File: config.mk
export PLATFORM = sky130hd
export DESIGN_NAME = serial_flash_spi_front_end
export DESIGN_NICKNAME = d
export VERILOG_FILES = /design/src/logic/flash_pkg.sv /design/src/logic/byte_stream_if.sv /design/src/logic/serial_flash_spi_front_end.sv /design/src/logic/byte_fifo.sv
export VERILOG_INCLUDE_DIRS = /design/src /design/src/logic
export SDC_FILE = /design/constraint.sdc
export NUM_CORES = 1
export LEC_CHECK = 0
export BUFFER_PORTS_ARGS = -buffer_cell sky130_fd_sc_hd__buf_2
export CAP_MARGIN = 10
export CORE_ASPECT_RATIO = 0.8
export CORE_UTILIZATION = 50
export CTS_CLUSTER_DIAMETER = 50
export DETAILED_ROUTE_END_ITERATION = 16
export GPL_ROUTABILITY_DRIVEN = 0
export PLACE_DENSITY = 0.74
export SLEW_MARGIN = 20
export SYNTH_ARGS = -nofsm -noshare
export SYNTH_HDL_FRONTEND = slang
export SYNTH_HIERARCHICAL = 1
export SYNTH_SLANG_ARGS = --single-unit
export TNS_END_PERCENT = 50
File: constraint.sdc
create_clock -name clk_in -period 2.94 [get_ports clk_in]
set_input_delay 0 -clock clk_in [delete_from_list [all_inputs] [get_ports clk_in]]
set_output_delay 0 -clock clk_in [all_outputs]
set_load 0.02 [all_outputs]
File: src/logic/flash_map.svh
`ifndef FLASH_MAP_SVH
`define FLASH_MAP_SVH
`define FL_ADDR_W 24
`define FL_PAGE_LSB 8
`define FL_PAGE_MSB 22
`define FL_SECTOR_LSB 12
`define FL_SECTOR_MSB 22
`define FL_BLOCK_LSB 16
`define FL_BLOCK_MSB 22
`define FL_PAGE_BYTES 9'h100
`define FL_OTP_BYTES 24'h000200
`define FL_FIFO_DEPTH 8
`define FL_BYTE_W 8
`endif

File: src/logic/flash_pkg.sv
`default_nettype none
package flash_pkg;
  typedef enum logic [1:0] {LANE_SINGLE, LANE_DUAL, LANE_QUAD} lane_mode_e;
  typedef enum logic [1:0] {PH_CMD, PH_ADDR, PH_DATA} phase_e;
  typedef enum logic [1:0] {ER_SECTOR, ER_BLOCK, ER_CHIP} erase_scope_e;
endpackage : flash_pkg
`default_nettype wire

File: src/logic/byte_stream_if.sv
`timescale 1ns/1ps
`default_nettype none
interface byte_stream_if #(parameter int WIDTH = 8);
  logic valid;
  logic ready;
  logic [WIDTH-1:0] data;
  modport src (output valid, output data, input ready);
  modport snk (input valid, input data, output ready);
endinterface : byte_stream_if
`default_nettype wire

File: src/logic/serial_flash_spi_front_end.sv
`timescale 1ns/1ps
`default_nettype none
`include "flash_map.svh"
module serial_flash_spi_front_end (
  // Clock, reset, enable
  input wire logic clk_in,
  input wire logic rst_in,
  input wire logic ce_in,
  // Serial pins
  input wire logic sclk_in,
  input wire logic cs_n_in,
  input wire logic io_line_0_in,
  input wire logic io_line_1_in,
  input wire logic io_line_2_in,
  input wire logic io_line_3_in,
  output logic io_line_0_out,
  output logic io_line_1_out,
  output logic io_line_2_out,
  output logic io_line_3_out,
  output logic io_line_0_oe_out,
  output logic io_line_1_oe_out,
  output logic io_line_2_oe_out,
  output logic io_line_3_oe_out,
  // Command decode from the core
  input wire flash_pkg::lane_mode_e lane_mode_in,
  input wire logic read_mode_in,
  input wire logic [1:0] addr_bytes_in,
  input wire flash_pkg::erase_scope_e erase_scope_in,
  // Read data source
  input wire logic [7:0] tx_byte_in,
  output logic tx_take_out,
  // Write data sink
  output logic [7:0] rx_data_out,
  output logic rx_valid_out,
  input wire logic rx_ready_in,
  // Protection and busy inputs
  input wire logic [3:0] block_protect_in,
  input wire logic status_lock_bit_in,
  input wire logic otp_lock_in,
  input wire logic busy_in,
  // Status outputs
  output logic selected_out,
  output logic [7:0] cmd_out,
  output logic cmd_valid_out,
  output logic [23:0] addr_out,
  output logic addr_valid_out,
  output logic [14:0] page_out,
  output logic [10:0] sector_out,
  output logic [6:0] block_out,
  output logic [23:0] erase_base_out,
  output logic frame_end_out,
  output logic overrun_out,
  output logic page_overflow_out,
  output logic status_write_blocked_out,
  output logic array_protect_out,
  output logic otp_write_blocked_out,
  output logic busy_out
);
  typedef struct packed {
    logic sclk_s1;
    logic sclk_s2;
    logic sclk_d;
    logic cs_s1;
    logic cs_s2;
    logic cs_d;
    logic [3:0] io_s1;
    logic [3:0] io_s2;
    logic armed;
    logic selected;
    flash_pkg::phase_e phase;
    logic [2:0] bit_cnt;
    logic [7:0] sh;
    logic [1:0] addr_left;
    logic [23:0] addr;
    logic [8:0] byte_cnt;
    logic [2:0] tx_cnt;
    logic [7:0] tx_sh;
    logic [3:0] io_out;
    logic [3:0] io_oe;
    logic tx_take;
    logic [7:0] cmd;
    logic cmd_valid;
    logic addr_valid;
    logic [14:0] page;
    logic [10:0] sector;
    logic [6:0] block;
    logic [23:0] erase_base;
    logic pend_valid;
    logic [7:0] pend_data;
    logic out_valid;
    logic [7:0] out_data;
    logic frame_end;
    logic overrun;
    logic page_ovf;
    logic sr_blocked;
    logic arr_prot;
    logic otp_blocked;
    logic busy;
  } front_s;

  front_s st_reg;
  front_s st_next;

  byte_stream_if #(.WIDTH(`FL_BYTE_W)) fifo_wr ();
  byte_stream_if #(.WIDTH(`FL_BYTE_W)) fifo_rd ();

  byte_fifo #(
    .WIDTH(`FL_BYTE_W),
    .DEPTH(`FL_FIFO_DEPTH)
  ) u_rx_fifo (
    .clk_in(clk_in),
    .rst_in(rst_in),
    .ce_in(ce_in),
    .wr(fifo_wr),
    .rd(fifo_rd)
  );

  assign fifo_wr.valid = st_reg.pend_valid;
  assign fifo_wr.data = st_reg.pend_data;
  assign fifo_rd.ready = !st_reg.out_valid || rx_ready_in;

  logic rise;
  logic fall;
  logic cs_fall;
  logic cs_rise;
  logic byte_done;
  logic quad_now;
  flash_pkg::lane_mode_e lanes;
  logic [3:0] step;
  logic [3:0] bit_sum;
  logic [7:0] sh_new;
  logic [3:0] tx_sum;
  logic [7:0] tx_src;
  logic [23:0] addr_new;

  always_comb begin
    st_next = st_reg;
    st_next.tx_take = 1'b0;
    st_next.cmd_valid = 1'b0;
    st_next.addr_valid = 1'b0;
    st_next.frame_end = 1'b0;
    // Two-flop synchronisers; the second stage feeds logic, plus a third flop on sclk and cs for edge detection
    st_next.sclk_s1 = sclk_in;
    st_next.sclk_s2 = st_reg.sclk_s1;
    st_next.sclk_d = st_reg.sclk_s2;
    st_next.cs_s1 = cs_n_in;
    st_next.cs_s2 = st_reg.cs_s1;
    st_next.cs_d = st_reg.cs_s2;
    st_next.io_s1 = {io_line_3_in, io_line_2_in, io_line_1_in, io_line_0_in};
    st_next.io_s2 = st_reg.io_s1;
    rise = st_reg.sclk_s2 & ~st_reg.sclk_d;
    fall = ~st_reg.sclk_s2 & st_reg.sclk_d;
    cs_fall = ~st_reg.cs_s2 & st_reg.cs_d;
    cs_rise = st_reg.cs_s2 & ~st_reg.cs_d;
    // Instruction byte always on one lane
    lanes = (st_reg.phase == flash_pkg::PH_CMD) ? flash_pkg::LANE_SINGLE
                                                : lane_mode_in;
    case (lanes)
      flash_pkg::LANE_DUAL: step = 4'h2;
      flash_pkg::LANE_QUAD: step = 4'h4;
      default: step = 4'h1;
    endcase
    quad_now = (lane_mode_in == flash_pkg::LANE_QUAD);
    // Shift-in per lane width, MSB first
    case (lanes)
      flash_pkg::LANE_DUAL: sh_new = {st_reg.sh[5:0], st_reg.io_s2[1:0]};
      flash_pkg::LANE_QUAD: sh_new = {st_reg.sh[3:0], st_reg.io_s2};
      default: sh_new = {st_reg.sh[6:0], st_reg.io_s2[0]};
    endcase
    bit_sum = {1'b0, st_reg.bit_cnt} + step;
    byte_done = bit_sum[3];
    addr_new = {st_reg.addr[15:0], sh_new};
    tx_src = (st_reg.tx_cnt == 3'h0) ? tx_byte_in : st_reg.tx_sh;
    tx_sum = {1'b0, st_reg.tx_cnt} + step;

    // Power-up gate: a selection counts only after chip select was high
    if (st_reg.cs_s2) begin
      st_next.armed = 1'b1;
    end
    if (cs_fall && st_reg.armed) begin
      st_next.selected = 1'b1;
    end

    if (st_reg.pend_valid && fifo_wr.ready) begin
      st_next.pend_valid = 1'b0;
    end
    if (st_reg.selected && rise) begin
      st_next.sh = sh_new;
      st_next.bit_cnt = bit_sum[2:0];
      if (byte_done) begin
        case (st_reg.phase)
          flash_pkg::PH_CMD: begin
            st_next.cmd = sh_new;
            st_next.cmd_valid = 1'b1;
            st_next.byte_cnt = '0;
            st_next.addr_left = addr_bytes_in;
            st_next.phase = (addr_bytes_in == 2'h0) ? flash_pkg::PH_DATA
                                                    : flash_pkg::PH_ADDR;
          end
          flash_pkg::PH_ADDR: begin
            st_next.addr = addr_new;
            st_next.addr_left = st_reg.addr_left - 2'h1;
            if (st_reg.addr_left == 2'h1) begin
              st_next.phase = flash_pkg::PH_DATA;
              st_next.addr_valid = 1'b1;
              st_next.page = addr_new[`FL_PAGE_MSB:`FL_PAGE_LSB];
              st_next.sector = addr_new[`FL_SECTOR_MSB:`FL_SECTOR_LSB];
              st_next.block = addr_new[`FL_BLOCK_MSB:`FL_BLOCK_LSB];
              // Erase granules are sector, block or chip; never a page
              case (erase_scope_in)
                flash_pkg::ER_CHIP: st_next.erase_base = '0;
                flash_pkg::ER_BLOCK: begin
                  st_next.erase_base = addr_new;
                  st_next.erase_base[`FL_BLOCK_LSB-1:0] = '0;
                end
                default: begin
                  st_next.erase_base = addr_new;
                  st_next.erase_base[`FL_SECTOR_LSB-1:0] = '0;
                end
              endcase
              st_next.otp_blocked = otp_lock_in &&
                (addr_new < `FL_OTP_BYTES);
            end
          end
          default: begin
            if (!read_mode_in) begin
              // One page at most per program operation
              if (st_reg.byte_cnt == `FL_PAGE_BYTES) begin
                st_next.page_ovf = 1'b1;
              end else if (st_reg.pend_valid && !fifo_wr.ready) begin
                st_next.overrun = 1'b1;
              end else begin
                st_next.pend_valid = 1'b1;
                st_next.pend_data = sh_new;
                st_next.byte_cnt = st_reg.byte_cnt + 9'h1;
              end
            end
          end
        endcase
      end
    end

    // Read data changes on falling edges, lanes per mode
    if (st_reg.selected && fall && st_reg.phase == flash_pkg::PH_DATA &&
        read_mode_in) begin
      st_next.tx_cnt = tx_sum[2:0];
      st_next.tx_take = (st_reg.tx_cnt == 3'h0);
      case (lanes)
        flash_pkg::LANE_DUAL: begin
          st_next.io_out = {2'h0, tx_src[7:6]};
          st_next.io_oe = 4'h3;
          st_next.tx_sh = {tx_src[5:0], 2'h0};
        end
        flash_pkg::LANE_QUAD: begin
          st_next.io_out = tx_src[7:4];
          st_next.io_oe = 4'hf;
          st_next.tx_sh = {tx_src[3:0], 4'h0};
        end
        default: begin
          st_next.io_out = {2'h0, tx_src[7], 1'b0};
          st_next.io_oe = 4'h2;
          st_next.tx_sh = {tx_src[6:0], 1'b0};
        end
      endcase
    end

    if (fifo_rd.valid && fifo_rd.ready) begin
      st_next.out_valid = 1'b1;
      st_next.out_data = fifo_rd.data;
    end else if (rx_ready_in) begin
      st_next.out_valid = 1'b0;
    end

    // Deselect ends the instruction and floats all lines
    if (st_reg.cs_s2) begin
      st_next.io_oe = 4'h0;
      st_next.selected = 1'b0;
      st_next.phase = flash_pkg::PH_CMD;
      st_next.bit_cnt = '0;
      st_next.tx_cnt = '0;
      st_next.byte_cnt = '0;
      st_next.addr_left = '0;
    end
    if (cs_rise && st_reg.selected) begin
      st_next.frame_end = 1'b1;
    end

    // Protect pin is live only outside quad mode
    st_next.sr_blocked = !quad_now && !st_reg.io_s2[2] &&
                         status_lock_bit_in;
    st_next.arr_prot = !quad_now && !st_reg.io_s2[2] &&
                       status_lock_bit_in && (block_protect_in != 4'h0);
    // Internal operation keeps running whatever chip select does
    st_next.busy = busy_in;
  end

  always_ff @(posedge clk_in) begin
    if (rst_in) begin
      st_reg <= '0;
      st_reg.sclk_s1 <= 1'b0;
      st_reg.cs_s1 <= 1'b0;
      st_reg.phase <= flash_pkg::PH_CMD;
    end else if (ce_in) begin
      st_reg <= st_next;
    end
  end

  assign io_line_0_out = st_reg.io_out[0];
  assign io_line_1_out = st_reg.io_out[1];
  assign io_line_2_out = st_reg.io_out[2];
  assign io_line_3_out = st_reg.io_out[3];
  assign io_line_0_oe_out = st_reg.io_oe[0];
  assign io_line_1_oe_out = st_reg.io_oe[1];
  assign io_line_2_oe_out = st_reg.io_oe[2];
  assign io_line_3_oe_out = st_reg.io_oe[3];
  assign tx_take_out = st_reg.tx_take;
  assign rx_data_out = st_reg.out_data;
  assign rx_valid_out = st_reg.out_valid;
  assign selected_out = st_reg.selected;
  assign cmd_out = st_reg.cmd;
  assign cmd_valid_out = st_reg.cmd_valid;
  assign addr_out = st_reg.addr;
  assign addr_valid_out = st_reg.addr_valid;
  assign page_out = st_reg.page;
  assign sector_out = st_reg.sector;
  assign block_out = st_reg.block;
  assign erase_base_out = st_reg.erase_base;
  assign frame_end_out = st_reg.frame_end;
  assign overrun_out = st_reg.overrun;
  assign page_overflow_out = st_reg.page_ovf;
  assign status_write_blocked_out = st_reg.sr_blocked;
  assign array_protect_out = st_reg.arr_prot;
  assign otp_write_blocked_out = st_reg.otp_blocked;
  assign busy_out = st_reg.busy;
endmodule : serial_flash_spi_front_end
`default_nettype wire

File: src/logic/byte_fifo.sv
`timescale 1ns/1ps
`default_nettype none
module byte_fifo #(
  parameter int WIDTH = 8,
  parameter int DEPTH = 8
) (
  // Clock and control
  input wire logic clk_in,
  input wire logic rst_in,
  input wire logic ce_in,
  // Streams
  byte_stream_if.snk wr,
  byte_stream_if.src rd
);
  localparam int PW = $clog2(DEPTH);
  typedef struct packed {
    logic [DEPTH-1:0][WIDTH-1:0] mem;
    logic [PW-1:0] wptr;
    logic [PW-1:0] rptr;
    logic [PW:0] count;
  } fifo_s;
  fifo_s st_reg;
  fifo_s st_next;
  logic do_wr;
  logic do_rd;

  assign wr.ready = (st_reg.count != PW'(0) + (PW+1)'(DEPTH)) ? 1'b1 : 1'b0;
  assign rd.valid = (st_reg.count != '0);
  assign rd.data = st_reg.mem[st_reg.rptr];

  always_comb begin
    st_next = st_reg;
    do_wr = wr.valid & wr.ready;
    do_rd = rd.valid & rd.ready;
    if (do_wr) begin
      st_next.mem[st_reg.wptr] = wr.data;
      st_next.wptr = (st_reg.wptr == PW'(DEPTH - 1)) ? '0 : st_reg.wptr + 1'b1;
    end
    if (do_rd) begin
      st_next.rptr = (st_reg.rptr == PW'(DEPTH - 1)) ? '0 : st_reg.rptr + 1'b1;
    end
    if (do_wr && !do_rd) begin
      st_next.count = st_reg.count + 1'b1;
    end else if (do_rd && !do_wr) begin
      st_next.count = st_reg.count - 1'b1;
    end
  end

  always_ff @(posedge clk_in) begin
    if (rst_in) begin
      st_reg <= '0;
    end else if (ce_in) begin
      st_reg <= st_next;
    end
  end
endmodule : byte_fifo
`default_nettype wire

# Yosys cells after proc, flatten, opt, wreduce, memory -nomap -nowiden

Cells that the tools add are included.

Input bits: 32
Logic and storage cells: 196
Output and inout bits: 117
Bits in registers: 250

Reduce and logical (&&, ||, !) cells: 56
$lt $le $gt $ge: 4
Bitwise logic cells: 14
Add/subtract/negate cells: 8
Mux-type cells: 47
Equal/unequal tests: 17

Operators with widths:

| cell                                                                            | count |
|---|---|
| 68-bit two-way mux                                                              | 2 |
| 58-bit two-way mux                                                              | 2 |
| 64-bit bitwise mux                                                              | 1 |
| 9-bit two-way mux                                                               | 7 |
| 48-bit two-way mux                                                              | 1 |
| 24-bit one-hot mux with 2 select lines                                          | 1 |
| 35-bit two-way mux                                                              | 1 |
| 16-bit one-hot mux with 2 select lines                                          | 1 |
| 8-bit binary-select mux with 3-bit select                                       | 1 |
| 8-bit demux with 3-bit select                                                   | 1 |
| 24-bit by 10-bit less-than comparator with 1-bit output (second input constant) | 1 |
| 24-bit two-way mux                                                              | 1 |
| 8-bit two-way mux                                                               | 3 |
| 2-bit AND reduction                                                             | 11 |
| 7-bit AND reduction                                                             | 3 |
| 20-bit two-way mux                                                              | 1 |
| 9-bit one-hot mux with 2 select lines                                           | 1 |
| 1-bit logical AND                                                               | 16 |
| 8-bit one-hot mux with 2 select lines                                           | 1 |
| 12-bit two-way mux                                                              | 1 |
| 4-bit two-way mux                                                               | 3 |
| 4-bit AND reduction                                                             | 3 |
| 2-bit nonzero test                                                              | 6 |
| 2-bit two-way mux                                                               | 5 |
| other kinds (33)                                                                | 72 |

# Logic depth before layout (Yosys ltp)

Depth in word-level cells: 11
Gate-level depth with buffers: 13
Mapped depth without buffers: 10

# By module

Netlist, hierarchy kept.

Modules (own cells, without submodules):

| module                     | cells each | instances | seq. area each (µm²) | area each (µm²) |
|---|---|---|---|---|
| serial_flash_spi_front_end | 795        | 1         | 2862.7               | 6761.5 |
| byte_fifo                  | 308        | 1         | 1481.4               | 3460.8 |

# Least setup slack after synthesis

OpenSTA, ideal clock, no wires.

Path type: reg2reg
Start: register u_rx_fifo/st_reg[0] (netlist name)
End: register u_rx_fifo/st_reg[3] (netlist name)
Setup time: 0.070 ns
Path slack: 0.134 ns
Buffers on the path: 1
Data required time: 2.870 ns
Clock period less this slack: 2.806 ns
Data arrival time: 2.735 ns
Cell stages (with the launch flop): 11
Path through: dfxtp_1 > nor4b_4 > buf_12 > and2b_1 > ha_1 > inv_1 > ha_1 > and3_2 > or4b_1 > a21o_1 > a21oi_1

Longest elaborated chain between the ends: 7
Elaborated cells on any way between the ends: 15
Those cells by class: 2 x add/sub; 1 x eq/ne; 3 x mux; 2 x bitwise; 7 x reduce/logical

Ends and longest elaborated chain:

| what                                 | RTL line        | RTL |
|---|---|---|
| start, declared                      | byte_fifo.sv:22 | `fifo_s st_reg;` |
| start signal, assigned               | byte_fifo.sv:53 | `st_reg <= st_next;` |
| 4-bit inequality test                | byte_fifo.sv:27 | `assign wr.ready = (st_reg.count != PW'(0) + (PW+1)'(DEPTH)) ? 1'b1 : 1'b0;` |
| 1-bit two-way mux                    | byte_fifo.sv:27 |  |
| 1-bit bitwise AND                    | byte_fifo.sv:33 | `do_wr = wr.valid & wr.ready;` |
| 1-bit zero test                      | byte_fifo.sv:44 | `end else if (do_rd && !do_wr) begin` |
| 1-bit logical AND                    | byte_fifo.sv:44 |  |
| 2-bit nonzero test (no source line)  | -               |  |
| 2-bit AND reduction (no source line) | -               |  |

Parallel ways exist; a longest one is shown, timed or not. The select of a mux whose other input is x is not followed.
A chain may end at the register's enable or synchronous reset.

# Worst setup path in the final report

Start: register st_reg[158] (netlist name)
End: register st_reg[120] (netlist name)

Longest elaborated chain between the ends: 7
Elaborated cells on any way between the ends: 17
Those cells by class: 1 x add/sub; 7 x eq/ne; 6 x mux; 3 x reduce/logical

Ends and longest elaborated chain:

| what                                                                                         | RTL line                                                             | RTL |
|---|---|---|
| start, declared                                                                              | serial_flash_spi_front_end.sv:101                                    | `front_s st_reg;` |
| start signal, assigned                                                                       | serial_flash_spi_front_end.sv:304                                    | `st_reg <= st_next;` |
| 2-bit zero test                                                                              | serial_flash_spi_front_end.sv:156, serial_flash_spi_front_end.sv:191 |  |
| 2-bit two-way mux                                                                            | serial_flash_spi_front_end.sv:156                                    | `lanes = (st_reg.phase == flash_pkg::PH_CMD) ? flash_pkg::LANE_SINGLE` |
| 2-bit equality test / 2-bit by 1-bit equality test with 1-bit output (equally long branches) | serial_flash_spi_front_end.sv:158                                    | `case (lanes)` |
| 3-bit one-hot mux with 2 select lines                                                        | serial_flash_spi_front_end.sv:158                                    |  |
| 3-bit by 4-bit adder with 4-bit output                                                       | serial_flash_spi_front_end.sv:170                                    | `bit_sum = {1'b0, st_reg.bit_cnt} + step;` |
| 2-bit nonzero test (no source line)                                                          | -                                                                    |  |
| 7-bit AND reduction (no source line)                                                         | -                                                                    |  |

Parallel ways exist; a longest one is shown, timed or not. The select of a mux whose other input is x is not followed.

==> impl_table.tex <==
\begin{tabular}{lr}
\hline
Metric & Value \\
\hline
\multicolumn{2}{l}{\textbf{Worst hold path}} \\
Hold Crit Class & in -> reg \\
Hold-critical path depth & 4 \\
\multicolumn{2}{l}{\textbf{Synth}} \\
Post-Synthesis Cells & 1103 \\
Mean Syn Cell Area & 9.27 um\^{}2 \\
Most instantiated library cell after synthesis & dfxtp\_1 \\
Synth top area cells & dfxtp\_1, mux2i\_1, buf\_4 \\
Sequential fraction of the synthesis area & 42.5\% \\
Top-area cell type share of the netlist area & 42.5\% \\
Main flop type after synthesis & dfxtp\_1 \\
Async set-reset flop share out of synthesis & 0\% \\
Number of enable flip-flop cells after synthesis & 0 \\
Top post-synthesis cells by count & dfxtp\_1, nor2\_1, nand2\_1 \\
Flip-flop and latch count after synthesis & 217 \\
Biggest area consumer among synthesized cells & dfxtp\_1 \\
Combined area of all synthesized cells & 10200 um\^{}2 \\
Number of synthesis warnings & 6 \\
Number of distinct library cells after synthesis & 73 \\
\multicolumn{2}{l}{\textbf{Layout}} \\
Layout filler cell count & 1772 \\
Antenna diode instance count & 0 \\
Final \#Nets & 1219 \\
Flip-flop count of the largest register, all copies and words added & 74 \\
Share of post-route cells with drive strength above 1 & 22.6\% \\
Layout overhead on the synthesized area & 12.7\% \\
\multicolumn{2}{l}{\textbf{CTS}} \\
Clock Sink Count & 217 \\
Number of buffers on the longest clock path & 3 \\
CTS tree & yes \\
Buffers inserted during post-CTS setup optimization & 0 \\
Total number of H-tree levels & 1 \\
Root buffer cell & clkbuf\_16 \\
Clock latency on the worst-skew pair & 510 ps \\
Number of buffers created by CTS & 25 \\
Worst-path clk slew & 60 ps \\
\multicolumn{2}{l}{\textbf{Floorplanning}} \\
Std cell rows & 46 \\
Full die area & 21000 um\^{}2 \\
Initial Utilization & 51.3\% \\
Die Span X & 162 um \\
Overall die height & 130 um \\
Standard cell core area & 19900 um\^{}2 \\
\# IOs & 149 \\
\multicolumn{2}{l}{\textbf{Power}} \\
Pleak & 4.53 nW \\
Sw Pwr & between 1 and 1.5 mW \\
Part of the total power dissipated in sequential elements & 48.4\% \\
Sw frac & 21.8\% \\
Share of total power in the clock network & 48.6\% \\
Pwr per Cell Area & between 500 and 600 nW/um\^{}2 \\
Internal power component & about 4.8 mW \\
Share of power burned in combinational logic & 3.0\% \\
Peak VDD IR & about 0.43 mV \\
\multicolumn{2}{l}{\textbf{Flow run}} \\
Max Cap Violations & 0 \\
\multicolumn{2}{l}{\textbf{Global routing}} \\
Layer with the highest usage after global routing & met2 \\
Wire length of the first global-routing pass & 35.9 mm \\
Pin count of the biggest net entering global routing & 94 \\
Number of antenna violations at the first check in global routing & 0 \\
Vias in the first global route & 6996 \\
GRT Residual Overflow & 0 \\
Met1 Resource Use GR & 30.3\% \\
Tot GR Track Use & 21.1\% \\
Met3 Use GR & 3.81\% \\
Met2 usage in global routing & about a third \\
\multicolumn{2}{l}{\textbf{Routing}} \\
DRC marker count from the first detailed-route iteration & 594 \\
Number of vias per cell & 5.30 \\
DRC viols & 0 \\
Routed length per instance & 15.7 um \\
Routed wire length & 22.7 mm \\
DR pass1 iterations & 5 \\
Antenna Violating Nets Remaining & 0 \\
Routed via count & 7664 \\
\multicolumn{2}{l}{\textbf{Worst setup path}} \\
Kind of start point of the critical path & register \\
Setup CP Type & reg -> reg \\
Worst reg-to-reg setup slack & 160 ps \\
Kind of capture point of the worst setup path & register \\
Data arrival time of the critical path & approximately 3200 ps \\
Crit path top cell by count & ha\_1 \\
Family of cells with the greatest summed delay on the critical path & simple AND/OR/NAND/NOR gates \\
Chain of cells forming the critical path & or2\_2 > nand2\_1 > inv\_1 > ha\_1 > ha\_1 > nand3\_2 > a21oi\_2 > o221ai\_2 > buf\_4 > or3\_1 > a21oi\_1 \\
Crit path depth & 11 \\
Reg2reg path depth & 11 \\
WP data required & around 3400 ps \\
Worst Path Buf+Inv & 2 \\
Critical path's largest stage delay & 390 ps \\
CP max FO & 9 \\
CP max stage cell & ha\_1 \\
\multicolumn{2}{l}{\textbf{Timing}} \\
Worst clock skew & 12.8 ps \\
Peak clock frequency supported by timing & around 0.36 GHz \\
Worst path setup slack after routing & 158 ps \\
Unrepaired setup endpoints after global routing & true \\
Setup Total Neg Slack & 0 ps \\
Number of hold violations in the final report & 0 \\
Slew margin rel. & 39.2\% \\
Transition time of the tightest slew-check pin & 911 ps \\
Crit path time final & 2780 ps \\
Part of the cycle the worst path needs & 94.6\% \\
\# setup viols final & 0 \\
Fin. max-slew vios & 0 \\
Post-Route Hold Slack & 9.40 ps \\
\multicolumn{2}{l}{\textbf{Placed design}} \\
Detailed placer's ending HPWL & approximately 15 mm \\
Input/output buffers & 136 \\
Placement Setup Slack & roughly 72 ps \\
\multicolumn{2}{l}{\textbf{Run status}} \\
Run status & finished clean \\
\hline
\end{tabular}
[worst register-to-register path: stages, from the launching register on]
cell,delay (ps)
dfxtp_1,350
or2_2,370
nand2_1,110
inv_1,50
ha_1,200
ha_1,390
nand3_2,230
a21oi_2,200
o221ai_2,130
buf_4,200
or3_1,350
a21oi_1,140
[power by group through the flow]
stage | Sequential (mW) | Clock [mW] | Combinational, mW
6_report | 2.96 | 2.98 | 0.186
5_1_grt | 2.96 | 3.16 | 0.204
4_1_cts | 2.96 | 3.03 | 0.185
3_5_place_dp | 3.03 | 0 | 0.157
2_1_floorplan | 3.02 | 0 | 0.115
3_3_place_gp | 3.03 | 0 | 0.157
[layout make-up]
class                   count  area, um^2  area share [%]
clock buffers              30         654            5.68
flip-flops and latches    217        4340            37.7
multi-input cells         717        4820            41.9
clock inverters            12         134            1.16
repair buffers            191        1180            10.2
inverters                  15        56.3           0.489
well taps                 264         330            2.87
[what timing repair did]
item                                   in CTS  in global routing
hold buffers                               27                  0
gates resized for setup                     0                  2
endpoints found under the hold margin      71                  0
setup endpoints to repair                   0                  7
[layout by cell type (no fill, tap or decap), types with 6 or more instances in the layout]
master | synthesis | layout
a21oi_1 | 84 | 84
a21oi_2 | 11 | 11
a22oi_1 | 14 | 14
buf_2 | 13 | 135
buf_4 | 102 | 27
clkbuf_16 | 0 | 25
conb_1 | 1 | 12
dfxtp_1 | 217 | 217
dlygate4sd3_1 | 0 | 27
ha_1 | 17 | 17
inv_1 | 14 | 14
mux2_2 | 12 | 12
mux2i_1 | 112 | 112
mux4_2 | 16 | 16
nand2_1 | 133 | 133
nand2b_1 | 8 | 8
nand3_1 | 23 | 23
nor2_1 | 148 | 148
nor2b_1 | 7 | 6
nor3_1 | 6 | 6
nor3_4 | 6 | 6
o21ai_0 | 14 | 14
or3_1 | 9 | 9
[stage by stage]
step	utilization, %	cells	cell area [um^2]	total power, mW
after floorplan	-	1114	10300	3.14
after global placement	52.5	1377	10500	3.18
after detailed placement	52.5	1377	10500	3.18
after CTS	57.8	1446	11500	6.18
after global routing	57.9	1446	11500	6.33
final	57.9	1446	11500	6.13
[routing by layer]
layer	wire, um	share of wire (%)
met1	11200	49
met2	9910	44
met4	388	1.7
met5	0	0
met3	1190	5.2
[cells by family after synthesis]
kind of cell,count (synthesis),share of synthesized area (%)
buf+inv,180,10.8
compound gates,159,9.82
fa+ha+maj,20,2.67
xor+xnor,5,0.428
other cells,1,0.0367
mux,141,15.9
flops,217,42.5
simple gates,380,17.8
[path summary, 6_finish.rpt]
check                           from                 end
hold reg to reg   erase_base_out[16]  erase_base_out[16]
setup reg to reg         st_reg[158]         st_reg[120]
hold / removal                 ce_in       fifo_wr.valid
setup / recovery         st_reg[158]         st_reg[120]
No activity file was read; power rests on OpenSTA's default activity.
